===== config.mk =====
export PLATFORM = sky130hd
export DESIGN_NAME = usb_ctrl_phy_stall_regs
export DESIGN_NICKNAME = d
export VERILOG_FILES = /design/src/rtl/usb_ctrl_phy_stall_pkg.sv /design/src/rtl/usb_ctrl_phy_stall_regs.sv
export SDC_FILE = /design/constraint.sdc
export NUM_CORES = 1
export LEC_CHECK = 0
export BUFFER_PORTS_ARGS = -buffer_cell sky130_fd_sc_hd__buf_2
export CAP_MARGIN = 20
export CORE_MARGIN = 1
export CORE_UTILIZATION = 34
export DETAILED_ROUTE_END_ITERATION = 10
export GPL_TIMING_DRIVEN = 0
export MAX_ROUTING_LAYER = met4
export SYNTH_ARGS = -nofsm -noshare
export SYNTH_HDL_FRONTEND = slang
export SYNTH_SLANG_ARGS = --single-unit

===== constraint.sdc =====
create_clock -name clk -period 2.2 [get_ports clk]
set_clock_uncertainty 0.15 [all_clocks]
set_input_delay 0.44 -clock clk [delete_from_list [all_inputs] [get_ports clk]]
set_output_delay 0.44 -clock clk [all_outputs]
set_load 0.01 [all_outputs]

===== src/rtl/usb_ctrl_phy_stall_pkg.sv =====
// Shared constants and types for the stall, retry and transceiver register block
package usb_ctrl_phy_stall_pkg;
  // ==========================================
  // Register offsets
  localparam logic [7:0] OFS_STALL_ARM = 8'h68;
  localparam logic [7:0] OFS_RETRY     = 8'h6C;
  localparam logic [7:0] OFS_FLAGS     = 8'h70;
  localparam logic [7:0] OFS_CONN      = 8'h74;
  localparam logic [7:0] OFS_POWER     = 8'h78;
  localparam logic [7:0] OFS_PHY       = 8'h7C;
  localparam logic [7:0] OFS_PHY_OVR   = 8'h80;
  // ==========================================
  // Field positions
  localparam int FS_DELAY_LSB = 16;
  localparam int LS_DELAY_LSB = 0;
  localparam int DELAY_W      = 10;
  localparam int PWR_OVC_EN   = 5;
  localparam int PWR_OVC      = 4;
  localparam int PWR_VDET_EN  = 3;
  localparam int PWR_VDET     = 2;
  localparam int PWR_VEN_EN   = 1;
  localparam int PWR_VEN      = 0;
  localparam int PHY_STAT_LSB = 16;
  localparam int PHY_DIFF     = 15;
  localparam int PHY_SLEW     = 14;
  localparam int PHY_TXPD     = 13;
  localparam int PHY_RXPD     = 12;
  localparam int PHY_MDATA    = 11;
  localparam int PHY_PDATA    = 10;
  localparam int PHY_MOE      = 9;
  localparam int PHY_POE      = 8;
  localparam int PHY_MPDN     = 6;
  localparam int PHY_MPUP     = 5;
  localparam int PHY_MHI      = 4;
  localparam int PHY_PPDN     = 2;
  localparam int PHY_PPUP     = 1;
  localparam int PHY_PHI      = 0;
  localparam int OVR_DIFF     = 15;
  localparam int OVR_MPUP     = 12;
  localparam int OVR_SLEW     = 11;
  localparam int OVR_TXPD     = 10;
  localparam int OVR_RXPD     = 9;
  localparam int OVR_MDATA    = 8;
  localparam int OVR_PDATA    = 7;
  localparam int OVR_MOE      = 6;
  localparam int OVR_POE      = 5;
  localparam int OVR_MPDN     = 4;
  localparam int OVR_PPDN     = 3;
  localparam int OVR_PPUP     = 2;
  localparam int OVR_MHI      = 1;
  localparam int OVR_PHI      = 0;
  // ==========================================
  // Reset values and masks
  localparam logic [9:0]  DELAY_RST  = 10'h010;
  localparam logic [31:0] ARM_MASK   = 32'h0000_0003;
  localparam logic [31:0] CONN_MASK  = 32'h0000_000F;
  localparam logic [31:0] PWR_MASK   = 32'h0000_003F;
  localparam logic [31:0] PHY_MASK   = 32'h0000_FF77;
  localparam logic [31:0] OVR_MASK   = 32'h0000_9FFF;
  // ==========================================
  // Timing
  localparam int CLK_PERIOD_NS = 10;
  localparam int MICROSEC_NS   = 1000;
  localparam int US_CYCLES     = MICROSEC_NS / CLK_PERIOD_NS;
  localparam logic [6:0] US_LAST = 7'(US_CYCLES - 1);
  // ==========================================
  // Types
  typedef enum logic [1:0] {
    RETRY_IDLE = 2'b00,
    RETRY_WAIT = 2'b01,
    RETRY_GO   = 2'b11
  } retry_state_type;

  typedef struct packed {
    logic diffMode;
    logic fsSlew;
    logic txPowerDown;
    logic rxPowerDown;
    logic minusData;
    logic plusData;
    logic minusOe;
    logic plusOe;
    logic minusPulldown;
    logic minusPullup;
    logic minusSecondPullup;
    logic plusPulldown;
    logic plusPullup;
    logic plusSecondPullup;
  } phy_ctrl_type;

  typedef struct packed {
    logic minusOverVoltage;
    logic plusOverVoltage;
    logic minusOverCurrent;
    logic plusOverCurrent;
    logic minusRx;
    logic plusRx;
    logic diffRx;
  } phy_status_type;
endpackage


===== src/rtl/usb_ctrl_phy_stall_regs.sv =====
// Stall arming, NAK retry timing, stall/NAK flags, muxing, power and transceiver control
//
// Functional notes
// - Endpoint 0 stalls a direction only when arm bit and buffer stall bit are set.
// - A received SETUP clears both endpoint 0 arm bits.
// - As host, after a NAK wait the programmed microseconds before retrying.
// - Full speed delay is bits 25:16 of retry register, reset 0x010.
// - Low speed delay is bits 9:0 of retry register, reset 0x010.
// - Device mode: flag sets on NAK or STALL sent with its enable set.
// - Endpoint 0 enables come from engine control; others from endpoint control.
// - Connection select picks internal, external transceiver or pads, plus soft connect.
// - Power register gives override values and enables for bus sense and overcurrent.
// - Direct transceiver bits act only while their override enable is set.
// - Drive mode 0 single-ended, 1 differential ignoring minus data and enable.
// - Power-down overrides power down transmitter or receiver when set.
// - Differential: plus data drives plus pin, inverse on minus, gated by plus enable.
// - Single-ended: each data bit drives its own pin, gated by its enable.
// - Output enable 0 leaves pin undriven, 1 drives it.
// - Second pull-up select 0 gives second resistor only, 1 both.
// - Raw stall/NAK interrupt is high while any flag bit is set.
//
// Our own choice: the strobed register port.
`timescale 1ns/1ps
`default_nettype none
module usb_ctrl_phy_stall_regs
  import usb_ctrl_phy_stall_pkg::*;
(
  input  wire logic           clk,
  input  wire logic           rst,
  input  wire logic [7:0]     address,
  input  wire logic [31:0]    writeData,
  input  wire logic           writeStrobe,
  input  wire logic           readStrobe,
  output logic      [31:0]    readData,
  input  wire logic           deviceMode,
  input  wire logic           setupReceived,
  input  wire logic [1:0]     ep0BufferStall,
  output logic      [1:0]     ep0StallSend,
  input  wire logic           engineIrqOnNak,
  input  wire logic           engineIrqOnStall,
  input  wire logic [15:1]    endpointIrqOnNak,
  input  wire logic [15:1]    endpointIrqOnStall,
  input  wire logic [31:0]    nakSent,
  input  wire logic [31:0]    stallSent,
  output logic                stallNakIrqRaw,
  input  wire logic           nakReceived,
  input  wire logic           lowSpeedTarget,
  output logic                retryWaiting,
  output logic                retryNow,
  output logic                connectInternalTransceiver,
  output logic                connectExternalTransceiver,
  output logic                connectDigitalPads,
  output logic                softConnect,
  input  wire logic           busVoltageSensePin,
  input  wire logic           overcurrentSensePin,
  input  wire logic           busPowerEnableCtrl,
  output logic                busVoltageSense,
  output logic                overcurrentSense,
  output logic                busPowerEnable,
  input  wire phy_ctrl_type   phyCtrlNormal,
  input  wire phy_status_type phyStatusPins,
  output phy_ctrl_type        phyCtrl,
  output logic                plusPinOut,
  output logic                plusPinOe,
  output logic                minusPinOut,
  output logic                minusPinOe,
  output logic                plusPullupFirst,
  output logic                plusPullupSecond,
  output logic                minusPullupFirst,
  output logic                minusPullupSecond
);

  // ==========================================
  // Register state
  logic [1:0]           stallArm_reg;
  logic [9:0]           fsDelay_reg;
  logic [9:0]           lsDelay_reg;
  logic [31:0]          flags_reg;
  logic [3:0]           conn_reg;
  logic [5:0]           power_reg;
  logic [31:0]          phyDirect_reg;
  logic [31:0]          phyOverride_reg;
  logic [31:0]          readData_next;
  logic [8:0]           syncFirst_reg;
  logic [8:0]           syncSecond_reg;
  phy_status_type       phyStatus;
  logic                 wrArm;
  logic                 wrRetry;
  logic                 wrFlags;
  logic                 wrConn;
  logic                 wrPower;
  logic                 wrPhy;
  logic                 wrOvr;

  assign wrArm   = writeStrobe && (address == OFS_STALL_ARM);
  assign wrRetry = writeStrobe && (address == OFS_RETRY);
  assign wrFlags = writeStrobe && (address == OFS_FLAGS);
  assign wrConn  = writeStrobe && (address == OFS_CONN);
  assign wrPower = writeStrobe && (address == OFS_POWER);
  assign wrPhy   = writeStrobe && (address == OFS_PHY);
  assign wrOvr   = writeStrobe && (address == OFS_PHY_OVR);

  // ==========================================
  // Pin synchronisers
  // Only the second stage is read anywhere
  always_ff @(posedge clk) begin
    if (rst) begin
      syncFirst_reg  <= 9'h000;
      syncSecond_reg <= 9'h000;
    end else begin
      syncFirst_reg  <= {overcurrentSensePin, busVoltageSensePin, phyStatusPins};
      syncSecond_reg <= syncFirst_reg;
    end
  end

  assign phyStatus = phy_status_type'(syncSecond_reg[6:0]);

  // ==========================================
  // Endpoint 0 stall arming
  always_ff @(posedge clk) begin
    if (rst) begin
      stallArm_reg <= 2'h0;
    end else if (setupReceived) begin
      // SETUP must end any stall, so it beats a same-cycle write
      stallArm_reg <= 2'h0;
    end else if (wrArm) begin
      stallArm_reg <= writeData[1:0];
    end
  end

  assign ep0StallSend = stallArm_reg & ep0BufferStall;

  // ==========================================
  // NAK retry delay
  retry_state_type retryState_reg;
  logic [6:0]      usTick_reg;
  logic [9:0]      usLeft_reg;
  logic [9:0]      delaySel;

  always_ff @(posedge clk) begin
    if (rst) begin
      fsDelay_reg <= DELAY_RST;
      lsDelay_reg <= DELAY_RST;
    end else if (wrRetry) begin
      fsDelay_reg <= writeData[FS_DELAY_LSB +: DELAY_W];
      lsDelay_reg <= writeData[LS_DELAY_LSB +: DELAY_W];
    end
  end

  assign delaySel = lowSpeedTarget ? lsDelay_reg : fsDelay_reg;

  always_ff @(posedge clk) begin
    if (rst) begin
      retryState_reg <= RETRY_IDLE;
      usTick_reg     <= 7'h00;
      usLeft_reg     <= 10'h000;
    end else begin
      case (retryState_reg)
        RETRY_IDLE: begin
          if (nakReceived && !deviceMode) begin
            usTick_reg <= 7'h00;
            usLeft_reg <= delaySel;
            // A zero delay retries at once
            retryState_reg <= (delaySel == 10'h000) ? RETRY_GO : RETRY_WAIT;
          end
        end
        RETRY_WAIT: begin
          if (usTick_reg == US_LAST) begin
            usTick_reg <= 7'h00;
            usLeft_reg <= usLeft_reg - 10'h001;
            if (usLeft_reg == 10'h001) begin
              retryState_reg <= RETRY_GO;
            end
          end else begin
            usTick_reg <= usTick_reg + 7'h01;
          end
        end
        RETRY_GO: begin
          retryState_reg <= RETRY_IDLE;
        end
        default: begin
          retryState_reg <= RETRY_IDLE;
        end
      endcase
    end
  end

  assign retryWaiting = (retryState_reg == RETRY_WAIT);
  assign retryNow     = (retryState_reg == RETRY_GO);

  // ==========================================
  // Stall/NAK flags
  logic [15:0] irqOnNak;
  logic [15:0] irqOnStall;
  logic [31:0] nakEnable;
  logic [31:0] stallEnable;
  logic [31:0] flagEvents;
  logic [31:0] flagClear;

  assign irqOnNak   = {endpointIrqOnNak, engineIrqOnNak};
  assign irqOnStall = {endpointIrqOnStall, engineIrqOnStall};

  genvar ep;
  generate
    for (ep = 0; ep < 16; ep++) begin : gEp
      // IN at even bit, OUT at odd bit
      assign nakEnable[2*ep +: 2]   = {2{irqOnNak[ep]}};
      assign stallEnable[2*ep +: 2] = {2{irqOnStall[ep]}};
    end
  endgenerate

  assign flagEvents = deviceMode ? ((nakSent & nakEnable) | (stallSent & stallEnable)) : 32'h0000_0000;
  assign flagClear  = wrFlags ? writeData : 32'h0000_0000;

  always_ff @(posedge clk) begin
    if (rst) begin
      flags_reg <= 32'h0000_0000;
    end else begin
      // New events win over a same-cycle clear
      flags_reg <= (flags_reg & ~flagClear) | flagEvents;
    end
  end

  assign stallNakIrqRaw = |flags_reg;

  // ==========================================
  // Connection select and power overrides
  always_ff @(posedge clk) begin
    if (rst) begin
      conn_reg  <= 4'h0;
      power_reg <= 6'h00;
    end else begin
      if (wrConn) begin
        conn_reg <= writeData[3:0];
      end
      if (wrPower) begin
        power_reg <= writeData[5:0];
      end
    end
  end

  assign connectInternalTransceiver = conn_reg[0];
  assign connectExternalTransceiver = conn_reg[1];
  assign connectDigitalPads         = conn_reg[2];
  assign softConnect                = conn_reg[3];

  // Value and enable live in one register; software orders the writes
  assign busVoltageSense  = power_reg[PWR_VDET_EN] ? power_reg[PWR_VDET] : syncSecond_reg[7];
  assign overcurrentSense = power_reg[PWR_OVC_EN] ? power_reg[PWR_OVC] : syncSecond_reg[8];
  assign busPowerEnable   = power_reg[PWR_VEN_EN] ? power_reg[PWR_VEN] : busPowerEnableCtrl;

  // ==========================================
  // Direct transceiver control
  phy_ctrl_type direct;
  phy_ctrl_type chosen;

  always_ff @(posedge clk) begin
    if (rst) begin
      phyDirect_reg   <= 32'h0000_0000;
      phyOverride_reg <= 32'h0000_0000;
    end else begin
      if (wrPhy) begin
        phyDirect_reg <= writeData & PHY_MASK;
      end
      if (wrOvr) begin
        phyOverride_reg <= writeData & OVR_MASK;
      end
    end
  end

  assign direct.diffMode          = phyDirect_reg[PHY_DIFF];
  assign direct.fsSlew            = phyDirect_reg[PHY_SLEW];
  assign direct.txPowerDown       = phyDirect_reg[PHY_TXPD];
  assign direct.rxPowerDown       = phyDirect_reg[PHY_RXPD];
  assign direct.minusData         = phyDirect_reg[PHY_MDATA];
  assign direct.plusData          = phyDirect_reg[PHY_PDATA];
  assign direct.minusOe           = phyDirect_reg[PHY_MOE];
  assign direct.plusOe            = phyDirect_reg[PHY_POE];
  assign direct.minusPulldown     = phyDirect_reg[PHY_MPDN];
  assign direct.minusPullup       = phyDirect_reg[PHY_MPUP];
  assign direct.minusSecondPullup = phyDirect_reg[PHY_MHI];
  assign direct.plusPulldown      = phyDirect_reg[PHY_PPDN];
  assign direct.plusPullup        = phyDirect_reg[PHY_PPUP];
  assign direct.plusSecondPullup  = phyDirect_reg[PHY_PHI];

  // Each field falls back to the controller unless its enable is set
  always_comb begin
    chosen = phyCtrlNormal;
    if (phyOverride_reg[OVR_DIFF]) chosen.diffMode = direct.diffMode;
    if (phyOverride_reg[OVR_SLEW]) chosen.fsSlew = direct.fsSlew;
    if (phyOverride_reg[OVR_TXPD]) chosen.txPowerDown = direct.txPowerDown;
    if (phyOverride_reg[OVR_RXPD]) chosen.rxPowerDown = direct.rxPowerDown;
    if (phyOverride_reg[OVR_MDATA]) chosen.minusData = direct.minusData;
    if (phyOverride_reg[OVR_PDATA]) chosen.plusData = direct.plusData;
    if (phyOverride_reg[OVR_MOE]) chosen.minusOe = direct.minusOe;
    if (phyOverride_reg[OVR_POE]) chosen.plusOe = direct.plusOe;
    if (phyOverride_reg[OVR_MPDN]) chosen.minusPulldown = direct.minusPulldown;
    if (phyOverride_reg[OVR_MPUP]) chosen.minusPullup = direct.minusPullup;
    if (phyOverride_reg[OVR_MHI]) chosen.minusSecondPullup = direct.minusSecondPullup;
    if (phyOverride_reg[OVR_PPDN]) chosen.plusPulldown = direct.plusPulldown;
    if (phyOverride_reg[OVR_PPUP]) chosen.plusPullup = direct.plusPullup;
    if (phyOverride_reg[OVR_PHI]) chosen.plusSecondPullup = direct.plusSecondPullup;
  end

  // Pin drive registered so the pads see glitch-free levels
  always_ff @(posedge clk) begin
    if (rst) begin
      phyCtrl           <= '0;
      plusPinOut        <= 1'b0;
      plusPinOe         <= 1'b0;
      minusPinOut       <= 1'b0;
      minusPinOe        <= 1'b0;
      plusPullupFirst   <= 1'b0;
      plusPullupSecond  <= 1'b0;
      minusPullupFirst  <= 1'b0;
      minusPullupSecond <= 1'b0;
    end else begin
      phyCtrl    <= chosen;
      plusPinOut <= chosen.plusData;
      // A powered-down transmitter never drives
      plusPinOe <= chosen.plusOe && !chosen.txPowerDown;
      if (chosen.diffMode) begin
        minusPinOut <= ~chosen.plusData;
        minusPinOe  <= chosen.plusOe && !chosen.txPowerDown;
      end else begin
        minusPinOut <= chosen.minusData;
        minusPinOe  <= chosen.minusOe && !chosen.txPowerDown;
      end
      plusPullupSecond  <= chosen.plusPullup;
      plusPullupFirst   <= chosen.plusPullup && chosen.plusSecondPullup;
      minusPullupSecond <= chosen.minusPullup;
      minusPullupFirst  <= chosen.minusPullup && chosen.minusSecondPullup;
    end
  end

  // ==========================================
  // Read path
  always_comb begin
    readData_next = 32'h0000_0000;
    case (address)
      OFS_STALL_ARM: readData_next = {30'h0, stallArm_reg};
      OFS_RETRY:     readData_next = {6'h00, fsDelay_reg, 6'h00, lsDelay_reg};
      OFS_FLAGS:     readData_next = flags_reg;
      OFS_CONN:      readData_next = {28'h0, conn_reg};
      OFS_POWER:     readData_next = {26'h0, power_reg};
      OFS_PHY:       readData_next = {9'h000, phyStatus, phyDirect_reg[15:0]};
      OFS_PHY_OVR:   readData_next = phyOverride_reg;
      default:       readData_next = 32'h0000_0000;
    endcase
  end

  always_ff @(posedge clk) begin
    if (rst) begin
      readData <= 32'h0000_0000;
    end else if (readStrobe) begin
      readData <= readData_next;
    end else begin
      readData <= 32'h0000_0000;
    end
  end

endmodule
`default_nettype wire


==> impl_metrics.env <==
export IMPL_area_growth_pct=28.02
export IMPL_drtIter0Drc=545
export IMPL_final_util_pct=44.99
export IMPL_cp_required_ps=1610
export IMPL_clock_fmax_ghz=0.4456
export IMPL_dpl_hpwl_mm=20.28
export IMPL_firstDrtPassIters=7
export IMPL_ant_nets=0
export IMPL_pwr_density_cell_nw_per_um2=716.4
export IMPL_port_buffer_count=233
export IMPL_setup_slack_ps=-44.33
export IMPL_die_x_um=153.1
export IMPL_clock_latency_ps=440
export IMPL_cap_violations=0
export IMPL_criticalPathCategory="reg2out"
export IMPL_syn_instance_count=780
export IMPL_cts_sinks=180
export IMPL_drcViolationCount=0
export IMPL_gr_usage_met3_pct=4.054
export IMPL_crit_path_max_fanout=2
export IMPL_outcome="finished, violations left"
export IMPL_cts_root_buf="clkbuf_16"
export IMPL_syn_num_nets=953
export IMPL_yosys_area_top_type="dfxtp_1"
export IMPL_violations="negative setup slack"
export IMPL_io_pins=236
export IMPL_ir_drop_v=0.0004143
export IMPL_tightest_slew_ps=1101
export IMPL_synth_seq_cells=180
export IMPL_cts_max_path_buffers=2
export IMPL_gr_usage_met1_pct=29.81
export IMPL_initial_core_util_pct=35.15
export IMPL_grt_usage_pct=22.99
export IMPL_grt_busiest_layer="met2"
export IMPL_power_leakage_nw=4.089
export IMPL_syn_area_um2=7765
export IMPL_die_y_um=153.1
export IMPL_vias_per_cell=5.408
export IMPL_globalplace_congestion=0.9111
export IMPL_synth_distinct_cells=67
export IMPL_crit_path_cell_trace="nor4_4 > nand4_1 > or2_4 > buf_6"
export IMPL_critPathSlowestCell="nor4_4"
export IMPL_arrival_ps=1650
export IMPL_drv_slew=0
export IMPL_hold_viol_final=0
export IMPL_wl_per_cell_um=19.41
export IMPL_drt_total_wl_mm=25.73
export IMPL_yosysSeqAreaShare_pct=46.41
export IMPL_finalNetCount=1206
export IMPL_yosysWarnings=0
export IMPL_h_tree_depth=4
export IMPL_synthTopCellsByCount="180 x dfxtp_1, 109 x nor2_1, 84 x mux2i_1"
export IMPL_grt_pass1_wl_mm=39.56
export IMPL_row_count=54
export IMPL_slew_headroom_pct=26.04
export IMPL_rsz0062_at_grt="yes"
export IMPL_finalCritPeriodShare_pct=102.0
export IMPL_numCtsBuffers=17
export IMPL_antennaDiodeCount=0
export IMPL_period_minus_slack_ps=2244
export IMPL_use_met2_pct=36.49
export IMPL_vias=7171
export IMPL_startpoint_type="flip-flop"
export IMPL_synth_area_top_cells="dfxtp_1 46%, mux2i_1 11%, nor2_1 5.3%"
export IMPL_grt_pass1_vias=6801
export IMPL_drive_gt1_share_pct=32.03
export IMPL_setup_viol=1
export IMPL_core_area_um2=22090
export IMPL_grt_max_degree=20
export IMPL_dieArea_um2=23450
export IMPL_cts_tree="built"
export IMPL_critPathCaptureType="output pin"
export IMPL_critPathMaxStageDelay_ps=360
export IMPL_grt_overflow_total=0
export IMPL_synthFlopType="dfxtp_1"
export IMPL_antenna_found_initial=0
export IMPL_min_path_type="in2reg"
export IMPL_nFillCells=2171
export IMPL_synth_edf_count=0
export IMPL_synth_async_reset_ratio_pct=0
export IMPL_yosysTopAreaCellShare_pct=46.41
export IMPL_clkSlewWorstSetupHoldPaths_ps=70
export IMPL_syn_avg_cell_area_um2=9.955
export IMPL_place_ws_ps=-323.4
export IMPL_yosysMostFrequentCell="dfxtp_1"
[what timing repair did]
item / 4_1_cts / 5_1_grt
hold buffers: 0 / 0
buffers inserted: 1 / 0
gates resized for setup: 12 / 6
pin swaps: 4 / 0
endpoints found under the hold margin: 0 / 0
endpoints found under the setup margin: 3 / 3
[final cells by class]
type                    count  area (um^2)  area share (%)
multi-input cells         543         3929           39.52
inverters                  14        57.56          0.5790
well taps                 280        350.3           3.524
clock inverters            14        135.1           1.359
plain buffers              42        239.0           2.404
flip-flops and latches    180         3606           36.27
clock buffers              18        439.2           4.418
repair buffers            235         1185           11.92
[power breakdown]
group	switching, mW	total [mW]	internal [mW]
logic	0.394	0.725	0.332
clock network	1.43	2.96	1.53
registers	0.0852	3.44	3.35
[per-stage QoR]
stage          hold slack, ps  instances  instance area (um^2)  TNS [ps]  power (mW)
6_report                38.49       1326                  9941    -44.33       7.121
5_1_grt                 38.21       1326                  9941    -94.97       7.388
2_1_floorplan           263.8        780                  7765         0       3.834
3_3_place_gp            275.8       1293                  9281    -17250       4.203
4_1_cts                 22.70       1326                  9918    -78.93       7.162
3_5_place_dp            274.1       1294                  9286    -13860       4.208
[layout by cell type (no fill, tap or decap), types with 4 or more instances in the layout]
master,netlist,final
mux2i_1,84,84
a22oi_1,25,25
inv_1,13,13
and2_1,12,12
a31oi_1,7,7
nor4_2,2,4
clkbuf_16,0,17
nor3_1,11,11
nor4_4,5,7
dfxtp_1,180,178
o21ai_0,10,10
clkbuf_1,20,18
nor2b_1,22,22
a211oi_1,4,4
nor4_1,13,9
inv_6,0,6
mux2_2,12,12
nand3_1,8,8
a32o_1,32,32
a22o_1,35,35
nand4_1,6,6
a21oi_1,23,23
o22ai_1,4,4
nor2_1,109,109
nand2_1,51,51
and3_1,7,7
buf_2,7,240
buf_4,7,8
buf_6,6,7
[per-layer routing]
layer,vias to the layer above,part of all wire [%]
li1,3416,-
met5,-,0
met2,299,47
met1,3423,45
met4,0,1.7
met3,33,6.1
[path summary, 6_finish.rpt]
path         slack (ps)                      endpoint  cells past startpoint                        start
max                 -40                stallNakIrqRaw                      4     flags_reg[31]$_SDFF_PP0_
min                  40  stallArm_reg[0]$_SDFFE_PP0P_                      2                setupReceived
max reg2reg          70    usLeft_reg[6]$_SDFFE_PP0P_                      6   usLeft_reg[0]$_SDFFE_PP0P_
min reg2reg         290  syncSecond_reg[7]$_SDFF_PP0_                      1  syncFirst_reg[7]$_SDFF_PP0_
[cells by family after synthesis]
family / count (synthesis) / share of synthesized area [%]
DFF: 180 / 46.41
buffers and inverters: 57 / 3.787
adders and majority gates: 3 / 0.4835
and+or+nand+nor: 273 / 18.95
muxes: 99 / 13.44
AOI/OAI and AO/OA: 164 / 16.48
xor gates and xnor gates: 4 / 0.4513
[worst max-delay path, delay by kind of cell, from the launching register on]
family	cells	cell delay [ps]
flops	1	340
buf+inv	1	120
simple gates	3	750
No activity file was read; power rests on OpenSTA's default activity.
